<file path="src/inc/iobe_pkg.sv">
package iobe_pkg;

    // ==========================================================
    // Bus geometry
    localparam int unsigned IOBE_DATA_W = 8;
    localparam int unsigned IOBE_MATCH_W = 4;
    localparam int unsigned IOBE_BLOCK_PORTS = 16;

    // ==========================================================
    // Manufactured address pattern, logical (active high) value
    localparam logic [3:0] IOBE_PATTERN_DEF = 4'h1;

    // ==========================================================
    // Values after reset
    localparam logic IOBE_RST_SEL = 1'b0;
    localparam logic IOBE_RST_GATE_N = 1'b1;
    localparam logic IOBE_RST_PHASE = 1'b0;
    localparam logic IOBE_RST_WRITE = 1'b0;
    localparam logic IOBE_RST_STROBE = 1'b0;
    localparam logic IOBE_RST_OE = 1'b0;
    localparam logic [7:0] IOBE_RST_DATA = 8'h00;

    // ==========================================================
    // Pipeline depth from pin to repeated pin, in clock cycles
    localparam int unsigned IOBE_PASS_CYCLES = 1;

endpackage

</file>
<file path="src/core/iobe_top.sv">
`timescale 1ns/1ps

// ==========================================================

module iobe_top
    import iobe_pkg::*;
#(
    parameter int unsigned DATA_W = IOBE_DATA_W,
    parameter int unsigned MATCH_W = IOBE_MATCH_W,
    parameter logic [3:0] ADDR_PATTERN = IOBE_PATTERN_DEF
)
(
    // Clock, reset, enable
    input wire logic clock_i,
    input wire logic sys_rst_i,
    input wire logic ce_i,
    // Control inputs from the processor
    input wire logic port_gate_n_i,
    input wire logic addr_phase_flag_i,
    input wire logic write_cmd_i,
    input wire logic bus_strobe_i,
    // Control repeated toward the ports
    output logic port_gate_n_o,
    output logic addr_phase_flag_o,
    output logic write_cmd_o,
    output logic bus_strobe_o,
    // Processor-side bus, index 0 is the MSB
    input wire logic [0:DATA_W-1] cpu_side_bus_i,
    output logic [0:DATA_W-1] cpu_side_bus_o,
    output logic cpu_side_bus_oe_o,
    // Port-side bus
    input wire logic [0:DATA_W-1] port_side_bus_i,
    output logic [0:DATA_W-1] port_side_bus_o,
    output logic port_side_bus_oe_o,
    // Select latch, visible for the system
    output logic selected_o
);

    // ==========================================================
    // Elaboration checks
    generate
        if (DATA_W != IOBE_DATA_W)
        begin : g_bad_data_w
            $error("iobe_top: DATA_W must be 8");
        end
        if (MATCH_W != IOBE_MATCH_W)
        begin : g_bad_match_w
            $error("iobe_top: MATCH_W must be 4");
        end
    endgenerate

    // ==========================================================
    // State
    typedef struct packed {
        logic strobe_prev;
        logic sel;
        logic gate_n;
        logic phase;
        logic write;
        logic strobe;
    } iobe_top_st_t;

    iobe_top_st_t st_ff;
    iobe_top_st_t nxt_st;

    logic strobe_fall;
    logic compare_evt;
    logic addr_match;
    logic to_cpu;

    // ==========================================================
    // Address decode
    always_comb
    begin
        strobe_fall = st_ff.strobe_prev & ~bus_strobe_i;
        // Comparison happens with the gate open in the address phase
        compare_evt = strobe_fall & ~port_gate_n_i & addr_phase_flag_i;
        // Low bus level is a logical one; low four bits are ignored,
        // which gives one device a block of sixteen ports
        addr_match = (~cpu_side_bus_i[0:MATCH_W-1] == ADDR_PATTERN);
        // Unselected expanders never drive the shared processor bus
        to_cpu = ~port_gate_n_i & ~addr_phase_flag_i & ~write_cmd_i;
    end

    // ==========================================================
    // Next state
    always_comb
    begin
        nxt_st = st_ff;
        if (ce_i)
        begin
            nxt_st.strobe_prev = bus_strobe_i;
            if (compare_evt)
            begin
                nxt_st.sel = addr_match;
            end
            nxt_st.gate_n = port_gate_n_i;
            nxt_st.phase = addr_phase_flag_i;
            nxt_st.write = write_cmd_i;
            nxt_st.strobe = bus_strobe_i;
        end
    end

    always_ff @(posedge clock_i or posedge sys_rst_i)
    begin
        if (sys_rst_i)
        begin
            st_ff.strobe_prev <= IOBE_RST_STROBE;
            st_ff.sel <= IOBE_RST_SEL;
            st_ff.gate_n <= IOBE_RST_GATE_N;
            st_ff.phase <= IOBE_RST_PHASE;
            st_ff.write <= IOBE_RST_WRITE;
            st_ff.strobe <= IOBE_RST_STROBE;
        end
        else
        begin
            st_ff <= nxt_st;
        end
    end

    assign port_gate_n_o = st_ff.gate_n;
    assign addr_phase_flag_o = st_ff.phase;
    assign write_cmd_o = st_ff.write;
    assign bus_strobe_o = st_ff.strobe;
    assign selected_o = st_ff.sel;

    // ==========================================================
    // Data paths
    // Direction follows the current latch, so a new selection takes
    // effect on the cycle after the strobe edge that made it
    iobe_lane #(
        .WIDTH(DATA_W)
    ) u_lane (
        .clock_i(clock_i),
        .sys_rst_i(sys_rst_i),
        .ce_i(ce_i),
        .to_cpu_i(to_cpu),
        .cpu_en_i(st_ff.sel),
        .cpu_i(cpu_side_bus_i),
        .cpu_o(cpu_side_bus_o),
        .cpu_oe_o(cpu_side_bus_oe_o),
        .port_i(port_side_bus_i),
        .port_o(port_side_bus_o),
        .port_oe_o(port_side_bus_oe_o)
    );
endmodule

</file>
<file path="src/core/iobe_lane.sv">
`timescale 1ns/1ps

// Registered two-way lane: at most one direction drives, the other listens
module iobe_lane
    import iobe_pkg::*;
#(
    parameter int unsigned WIDTH = IOBE_DATA_W
)
(
    // Clock and reset
    input wire logic clock_i,
    input wire logic sys_rst_i,
    input wire logic ce_i,
    // Direction, high toward the processor side
    input wire logic to_cpu_i,
    input wire logic cpu_en_i,
    // Processor side
    input wire logic [WIDTH-1:0] cpu_i,
    output logic [WIDTH-1:0] cpu_o,
    output logic cpu_oe_o,
    // Port side
    input wire logic [WIDTH-1:0] port_i,
    output logic [WIDTH-1:0] port_o,
    output logic port_oe_o
);

    // ==========================================================
    // Elaboration check
    generate
        if (WIDTH == 0 || WIDTH > IOBE_DATA_W)
        begin : g_bad_width
            $error("iobe_lane: WIDTH out of range");
        end
    endgenerate

    // ==========================================================
    // State
    typedef struct packed {
        logic [WIDTH-1:0] cpu;
        logic cpu_oe;
        logic [WIDTH-1:0] port;
        logic port_oe;
    } iobe_lane_st_t;

    iobe_lane_st_t st_ff;
    iobe_lane_st_t nxt_st;

    always_comb
    begin
        nxt_st = st_ff;
        if (ce_i)
        begin
            // Non-inverting copy in both directions
            nxt_st.cpu = port_i;
            nxt_st.port = cpu_i;
            // Never both drivers on, so no fight through the buffer
            nxt_st.cpu_oe = to_cpu_i & cpu_en_i;
            nxt_st.port_oe = ~to_cpu_i;
        end
    end

    always_ff @(posedge clock_i or posedge sys_rst_i)
    begin
        if (sys_rst_i)
        begin
            st_ff.cpu <= WIDTH'(IOBE_RST_DATA);
            st_ff.cpu_oe <= IOBE_RST_OE;
            st_ff.port <= WIDTH'(IOBE_RST_DATA);
            st_ff.port_oe <= IOBE_RST_OE;
        end
        else
        begin
            st_ff <= nxt_st;
        end
    end

    assign cpu_o = st_ff.cpu;
    assign cpu_oe_o = st_ff.cpu_oe;
    assign port_o = st_ff.port;
    assign port_oe_o = st_ff.port_oe;

endmodule

</file>
<file path="config.mk">
export PLATFORM = sky130hd
export DESIGN_NAME = iobe_top
export DESIGN_NICKNAME = d
export VERILOG_FILES = /design/src/inc/iobe_pkg.sv /design/src/core/iobe_top.sv /design/src/core/iobe_lane.sv
export SDC_FILE = /design/constraint.sdc
export NUM_CORES = 1
export LEC_CHECK = 0
export BUFFER_PORTS_ARGS = -buffer_cell sky130_fd_sc_hd__buf_2
export CAP_MARGIN = 20
export CORE_MARGIN = 4
export CORE_UTILIZATION = 38
export CTS_BUF_LIST = sky130_fd_sc_hd__clkbuf_4
export DETAILED_ROUTE_END_ITERATION = 8
export PLACE_DENSITY = 0.69
export SLEW_MARGIN = 15
export SYNTH_ARGS = -nofsm -noshare
export SYNTH_HDL_FRONTEND = slang
export SYNTH_SLANG_ARGS = --single-unit
</file>
<file path="constraint.sdc">
create_clock -name clock_i -period 1.2 [get_ports clock_i]
set_input_delay 0.18 -clock clock_i [delete_from_list [all_inputs] [get_ports clock_i]]
set_output_delay 0.18 -clock clock_i [all_outputs]
set_load 0.1 [all_outputs]
</file>
==> summary.md, run 1 <==
### Clock tree
* 23 — number of clock sinks seen by CTS
* 0.12 ns — clock-pin slew on the worst setup and hold paths
* 1 — CTS H-tree lvls
* 2 — buffer levels on the longest clock path
* yes — CTS tree
* 0.30 ns — clock latency reported for the late side of the worst-skew pair
* 3 — cts bufs inserted
* clkbuf_4 — cell at the root of the clock tree
* 0 — number of setup buffers added after CTS

### Yosys
* 57 — cell count after synthesis
* 15.9 um^2 — mean area per synthesized cell
* 907 um^2 — synthesized cell area
* 14 — number of distinct library cell variants in the gate-level netlist after synthesis
* 80 — Syn Nets
* 0 — Synth Warn #
* 23 — FF+latch count, synth
* 63.6% — sequential element share of the synthesized area

### Global routing
* 23.9% — global-route met2 utilization
* 24 — pin count of the biggest net entering global routing
* 708 — via count of the first global-routing pass
* 0 — gr ovfl total
* 3.25 mm — first-pass GRT wire length
* 0 — initial antenna violation count
* 13.5% — GR Layer Usage met1
* 13.2% — GRT Resource Usage Total
* 5.98% — met3 Usage GRT
* met2 — most used routing layer

### Route
* 642 — routed via count
* 0 — number of design rule violations left after detail routing
* 2 — initial drt markers
* 4 — number of iterations in the first detailed-routing pass
* 2.01 mm — total wire length
* 4.72 — via count normalized by instance count
* 14.8 um — DR WL/cell
* 0 — residual antenna-violating net count after detailed routing

### STA
* 1.25 ns — post-layout min period
* 2 — Finish-stage setup viols
* true — setup repair after global routing missed its margin
* 81.8% — Slew HR
* -0.0532 ns — final worst setup slack
* 0 — final number of max-transition violations
* -0.0776 ns — setup_tns
* 0.798 GHz — f_max
* 0.00108 ns — largest clock skew in the final design
* 104% — share of the clock period used by the worst path
* 0 — Hold Fails Final Rpt
* 0.273 ns — Least-Margin Pin Slew

### Power and ir drop
* 1460 nW/um^2 — total power density per cell area
* 1.12 mV — highest ir drop seen on vdd
* 0.704 nW — Pleak
* 0.00231 W — Total Power

### Floorplanning
* 56.9 um — Die Y
* 2230 um^2 — core area
* 3230 um^2 — die area
* 46 — top-level I/O count
* 56.9 um — horizontal extent of the die
* 17 — number of cell rows
* 40.6% — Starting Density

### Setup path
* selected_o — Worst R2R End
* 2 — critical path peak fanout
* bus_strobe_o — startpoint of the lowest-slack register-to-register path
* 0.49 ns — biggest cell delay along the critical path
* primary output — kind of end point of the critical path
* 1.02 ns — Worst Path Required
* 2 — Buf/Inv on CP
* 1.07 ns — critical path arrival
* flip-flops — CP top delay family
* register to primary output — worst setup path category
* dfrtp_4 — CP max-delay cell
* 3 — number of cells on the worst reg-to-reg path
* register — startpoint class of the critical path
* buf_6 > buf_12 — chain of cells forming the critical path
* 0.02 ns — FF-to-FF setup slack

### Cells and area
* buf_12 — most frequent standard cell in the layout excluding fill and tap cells
* 136 — fin cells
* 73.9% — area growth from synthesis to layout
* 88.0% — share of layout cells above drive strength 1
* 23 x buf_12, 22 x buf_2, 20 x mux2_2 — leading cell types in the layout, fill and taps excluded
* 132 — # nets final
* 155 — Filler Cells Inserted
* 0 — number of antenna repair diodes

### Place
* 45 — IO buf count
* 131 — total placed cells including tap cells
* 1.71 mm — HPWL Detailed
* 0.712 — final weighted congestion in routability-driven placement

### Worst hold path
* port_side_bus_i[4] — start point of the worst hold path
* 2 — hold path depth
* input pin to register — worst hold path class
* u_lane.cpu_o[3] — Hold Path Sink

### Run status
* setup timing — violated checks
* finished, violations left — outcome

### Job
* 0 — number of violations of the max-capacitance limit

==> cell usage after synthesis <==
| cell | n | share of area (%) |
|---|---|---|
| dfrtp_1 | 22 | 61 |
| mux2_2 | 21 | 26 |
| buf_6 | 2 | 2.5 |
| inv_1 | 2 | 0.83 |
| a21oi_1 | 1 | 0.55 |
| and4b_1 | 1 | 1.1 |
| and4bb_2 | 1 | 1.4 |
| clkbuf_8 | 1 | 1.5 |
| dfstp_2 | 1 | 2.9 |
| nand2_1 | 1 | 0.41 |
| nand3_1 | 1 | 0.55 |
| nor2_1 | 1 | 0.41 |
| nor3_1 | 1 | 0.55 |
| o21ai_0 | 1 | 0.55 |
==> cell families (layout without fill, tap and decap cells) <==
family                 Yosys count  count (layout)  synth area share, %
buffers and inverters            5              56                 4.83
multiplexers                    21              21                 26.1
AND/OR/NAND/NOR                  6               6                 4.41
AO/OA/AOI/OAI                    2               2                 1.10
flip-flops                      23              23                 63.6
==> final cells by class <==
type	instances	area (um^2)	area share, %
tap	28	35.0	2.22
inverter	2	7.51	0.476
clock inverter	1	5.00	0.317
clock buffer	3	22.5	1.43
sequential	23	603	38.2
timing repair buffer	50	614	38.9
multi-input combinational	29	290	18.4
==> through the flow <==
stage          util [%]  hold slack (ns)  setup WS, ns  cell area (um^2)
2_1_floorplan         -            0.180        -0.149               937
3_5_place_dp       68.8            0.242        0.0457              1540
4_1_cts            70.6           0.0882       -0.0682              1580
3_3_place_gp       68.8            0.226        0.0605              1540
6_report           70.6            0.102       -0.0532              1580
5_1_grt            70.6           0.0699       -0.0978              1580
==> what timing repair did <==
| action | CTS | global route |
|---|---|---|
| gates cloned | 0 | 0 |
| setup endpoints to repair | 2 | 2 |
| resized for setup | 1 | 0 |
| hold endpoints to repair | 22 | 0 |
| hold buffers | 1 | 0 |
==> where the power goes <==
part           switching (W)  total [W]  internal [W]
registers          0.0000784   0.000942      0.000864
clock network       0.000215   0.000339      0.000124
logic               0.000644    0.00103      0.000384
total               0.000937    0.00231       0.00137
==> worst max path at each step <==
| stage | startpoint | endpoint | slack, ns | depth (start not counted) |
|---|---|---|---|---|
| after global routing | bus_strobe_o | bus_strobe_o | -0.1 | 2 |
| after CTS | bus_strobe_o | bus_strobe_o | -0.07 | 2 |
| after floorplan | bus_strobe_o | selected_o | -0.15 | 3 |
| final | bus_strobe_o | bus_strobe_o | -0.05 | 2 |
| after global placement | bus_strobe_o | selected_o | 0.06 | 3 |
| after detailed placement | bus_strobe_o | selected_o | 0.05 | 3 |
==> registers in the layout, indices dropped and copies added, names as in the netlist <==
register and cells:
addr_phase_flag_o 1, u_lane.cpu_o 8, bus_strobe_o 1, write_cmd_o 1, port_gate_n_o 1, u_lane.port_o 8, u_lane.cpu_oe_o 1, selected_o 1
u_lane.port_oe_o 1
==> per-layer routing <==
metal / wire length, um / part of all wire [%]
met2: 1080 / 54
met3: 200 / 9.9
met1: 722 / 36
met4: 6 / 0.30
met5: 0 / 0
No activity file was read; power rests on OpenSTA's default activity.
==> run 2: changes to the inputs <==
- MAX_ROUTING_LAYER: default -> met4
- PLACE_DENSITY: 0.69 -> 0.68
- REMOVE_ABC_BUFFERS: default -> 1
- SYNTH_HIERARCHICAL: default -> 1
==> run 2 against run 1 <==
First-iteration DRC count rose to 2.5 times the previous value; flip-flop and latch count unchanged; worst setup slack improved by 0.0093 ns; clock skew up 0.011 ns; sequential share of layout area decreased by 1.5 points; routed wire length barely moved; the flow still finishes with violations (setup timing); critical path depth decreased by 1; combinational power barely moved; global-route usage grew 0.086 points.
==> summary.md, run 2 <==
### Run status
* finished, violations left — outcome, unchanged
* setup timing — violated checks, unchanged

### Setup path
* 0.58 ns — biggest cell delay along the critical path, was 0.49 ns
* 3 — number of cells on the worst reg-to-reg path, unchanged
* primary output — kind of end point of the critical path, unchanged
* 1.02 ns — Worst Path Required, about the same
* 1 — depth of the critical timing path with buffers and inverters included, was 2
* port_gate_n_o — launch point of the critical path, was bus_strobe_o
* 1.06 ns — critical path arrival, was 1.07 ns
* st_ff[5] — startpoint of the lowest-slack register-to-register path, was bus_strobe_o
* 1 — Buf/Inv on CP, was 2
* buf_12 — chain of cells forming the critical path, was buf_6 > buf_12
* dfstp_2 — CP max-delay cell, was dfrtp_4
* flip-flops — CP top delay family, unchanged
* 2 — critical path peak fanout, unchanged
* register to primary output — worst setup path category, unchanged
* register — startpoint class of the critical path, unchanged

### Yosys
* 2.96% — Synth Area in Simple Gates, was 4.41%
* 0 — EDFF count, synth, unchanged
* 23 — FF+latch count, synth, unchanged
* dfrtp_1 — dominant cell type by area after synthesis, unchanged
* dfrtp_1 59%, mux2_2 16%, mux2_4 11%, dfstp_2 2.8%, buf_12 2.2% — top area cells in the synthesized netlist, was dfrtp_1 61%, mux2_2 26%, dfstp_2 2.9%, buf_6 2.5%, clkbuf_8 1.5%
* 0% — XOR/XNOR Fraction of Synth Area, unchanged
* 100% — async set-or-reset flop fraction in the synthesized netlist, unchanged
* 62.0% — sequential element share of the synthesized area, was 63.6%
* 59.2% — post-synth top area share, was 60.7%
* 930 um^2 — synthesized cell area, was 907 um^2
* 6 — Synth Warn #, was 0
* 16.3 um^2 — mean area per synthesized cell, was 15.9 um^2
* dfrtp_1 — prevailing post-synth register cell, unchanged
* 57 — cell count after synthesis, unchanged
* multiplexers — combinational family with the most area after synthesis, unchanged
* 1.88% — complex-gate fraction of the synthesized area, was 1.10%
* 22 x dfrtp_1, 13 x mux2_2, 7 x mux2_4 — top cells by instance count after synthesis, was 22 x dfrtp_1, 21 x mux2_2, 2 x buf_6, 2 x inv_1
* 13 — number of distinct library cell variants in the gate-level netlist after synthesis, was 14
* 28.1% — mux share of post-synthesis cell area, was 26.1%
* dfrtp_1 — most used standard cell by instance count after synthesis, unchanged
* 0% — adder-cell share of the synthesized area, unchanged

### Cells and area
* 24 x buf_12, 22 x dfrtp_1, 22 x buf_2 — leading cell types in the layout, fill and taps excluded, was 23 x buf_12, 22 x buf_2, 20 x mux2_2
* 69.0% — area growth from synthesis to layout, was 73.9%
* 0 — number of antenna repair diodes, unchanged
* 135 — fin cells, was 136
* 1570 um^2 — Non-Filler Cell Area, Final, was 1580 um^2
* 131 — # nets final, was 132
* 160 — Filler Cells Inserted, was 155
* buf_12 — most frequent standard cell in the layout excluding fill and tap cells, unchanged
* 67.3% — share of layout cells above drive strength 1, was 88.0%

### Floorplanning
* 3300 um^2 — die area, was 3230 um^2
* 57.5 um — horizontal extent of the die, was 56.9 um
* 46 — top-level I/O count, unchanged
* 57.5 um — Die Y, was 56.9 um
* 40.8% — Starting Density, was 40.6%
* 17 — number of cell rows, unchanged
* 2280 um^2 — core area, was 2230 um^2

### STA
* 1 — Finish-stage setup viols, was 2
* 0 — final number of max-transition violations, unchanged
* 0 — Hold Fails Final Rpt, unchanged
* 104% — share of the clock period used by the worst path, about the same
* 0.804 GHz — f_max, was 0.798 GHz
* 81.5% — Slew HR, was 81.8%
* -0.0439 ns — final worst setup slack, was -0.0532 ns
* true — setup repair after global routing missed its margin, unchanged
* 0.275 ns — Least-Margin Pin Slew, was 0.273 ns
* 1.24 ns — post-layout min period, was 1.25 ns
* 0.0119 ns — largest clock skew in the final design, was 0.00108 ns
* 0.0785 ns — hold_ws, was 0.102 ns

### Route
* 4.63 — via count normalized by instance count, was 4.72
* 5 — initial drt markers, was 2
* 625 — routed via count, was 642
* 2 — number of iterations in the first detailed-routing pass, was 4
* 0 — residual antenna-violating net count after detailed routing, unchanged
* 14.9 um — DR WL/cell, was 14.8 um
* 0 — number of design rule violations left after detail routing, unchanged
* 2.01 mm — total wire length, about the same

### Power and ir drop
* 1480 nW/um^2 — total power density per cell area, was 1460 nW/um^2
* 0.00232 W — Total Power, was 0.00231 W
* 0.000952 W — net switching power figure, was 0.000937 W
* 44.6% — logic gate share of total power, was 44.5%
* 40.1% — portion of total power attributed to sequential cells, was 40.8%
* 0.00137 W — Power Internal, about the same
* 0.744 nW — Pleak, was 0.704 nW
* 41.1% — Sw Share, was 40.6%
* 1.49 mV — highest ir drop seen on vdd, was 1.12 mV
* 15.3% — clock share of power, was 14.7%

### Clock tree
* 3 — cts bufs inserted, unchanged
* 1 — CTS H-tree lvls, unchanged
* 0.13 ns — clock-pin slew on the worst setup and hold paths, was 0.12 ns
* 23 — number of clock sinks seen by CTS, unchanged
* 0.31 ns — clock latency reported for the late side of the worst-skew pair, was 0.30 ns
* clkbuf_4 — cell at the root of the clock tree, unchanged
* 0 — Resized Gates After CTS, was 1
* 2 — buffer levels on the longest clock path, unchanged
* yes — CTS tree, unchanged

### Global routing
* 3.23 mm — first-pass GRT wire length, was 3.25 mm
* 0 — initial antenna violation count, unchanged
* 25 — pin count of the biggest net entering global routing, was 24
* 0 — gr ovfl total, unchanged
* 13.3% — GRT Resource Usage Total, was 13.2%
* 696 — via count of the first global-routing pass, was 708

### Worst hold path
* port_gate_n_i — start point of the worst hold path, was port_side_bus_i[4]
* 2 — hold path depth, unchanged
* input pin to register — worst hold path class, unchanged

### Place
* 0.192 ns — placement-stage worst setup slack, was 0.0457 ns
* 130 — total placed cells including tap cells, was 131
* 1530 um^2 — area after detailed placement, was 1540 um^2
* 45 — IO buf count, unchanged
* 0.674 — final weighted congestion in routability-driven placement, was 0.712

### Job
* 0 — number of violations of the max-capacitance limit, unchanged

run 2: cell types whose count changed in the layout (fill, tap and decap cells not counted), moves of 2 or more:
cell,delta
dfrtp_2,-18
inv_1,+2
mux2_4,+6
dfrtp_1,+19
nand4b_1,+2
mux2_2,-7
buf_4,-2
run 2: path summary, 6_finish.rpt:
path                                           to  slack (ns)
worst max-delay path                port_gate_n_o       -0.04
worst min-delay path                   selected_o        0.08
min in group asynchronous       addr_phase_flag_o        0.33
worst max register to register         selected_o        0.25
worst min register to register   u_lane/port_oe_o        0.57
max in group asynchronous        u_lane/port_o[0]        0.42
run 2: logic make-up after synthesis:
kind of cell	after synthesis
AOI/OAI and AO/OA	3
buffers and inverters	6
DFF	23
and+or+nand+nor	4
muxes	21
run 2: final cells by class:
type / instances / area (um^2) / share of cell area [%]
Clock buffer: 3 / 22.5 / 1.43
Clock inverter: 1 / 7.51 / 0.478
Inverter: 4 / 15.0 / 0.955
Multi-Input combinational cell: 28 / 307 / 19.5
Sequential cell: 23 / 577 / 36.7
Tap cell: 28 / 35.0 / 2.23
Timing Repair Buffer: 48 / 608 / 38.7
run 2: power groups by stage:
stage / Sequential (W) / Clock, W / Combinational [W]
finish: 0.000930 / 0.000354 / 0.00103
global route: 0.000941 / 0.000417 / 0.00106
CTS: 0.000933 / 0.000368 / 0.00104
detailed placement: 0.000948 / 0 / 0.00104
global placement: 0.000943 / 0 / 0.00103
floorplan: 0.00143 / 0 / 0.000106
run 2: repair_timing:
action	4_1_cts	5_1_grt
hold endpoints to repair	11	0
endpoints found under the setup margin	1	2
buffers inserted	0	0
gates cloned	0	0
hold buffers	1	0
run 2: metrics by stage:
stage | util [%] | setup TNS [ns]
after floorplan | - | -1.40
after global placement | 67.3 | 0
after detailed placement | 67.3 | 0
after CTS | 69.0 | -0.0575
after global routing | 69.0 | -0.103
final | 69.0 | -0.0439
run 2: metal layers:
layer	global-route usage, %	routed length (um)	part of all wire (%)	vias to the layer above
li1	-	-	-	300
met1	14.8	778	39	301
met2	22.9	1100	55	22
met3	4.52	117	5.8	2
met4	2.98	12	0.60	0
met5	-	0	0	-
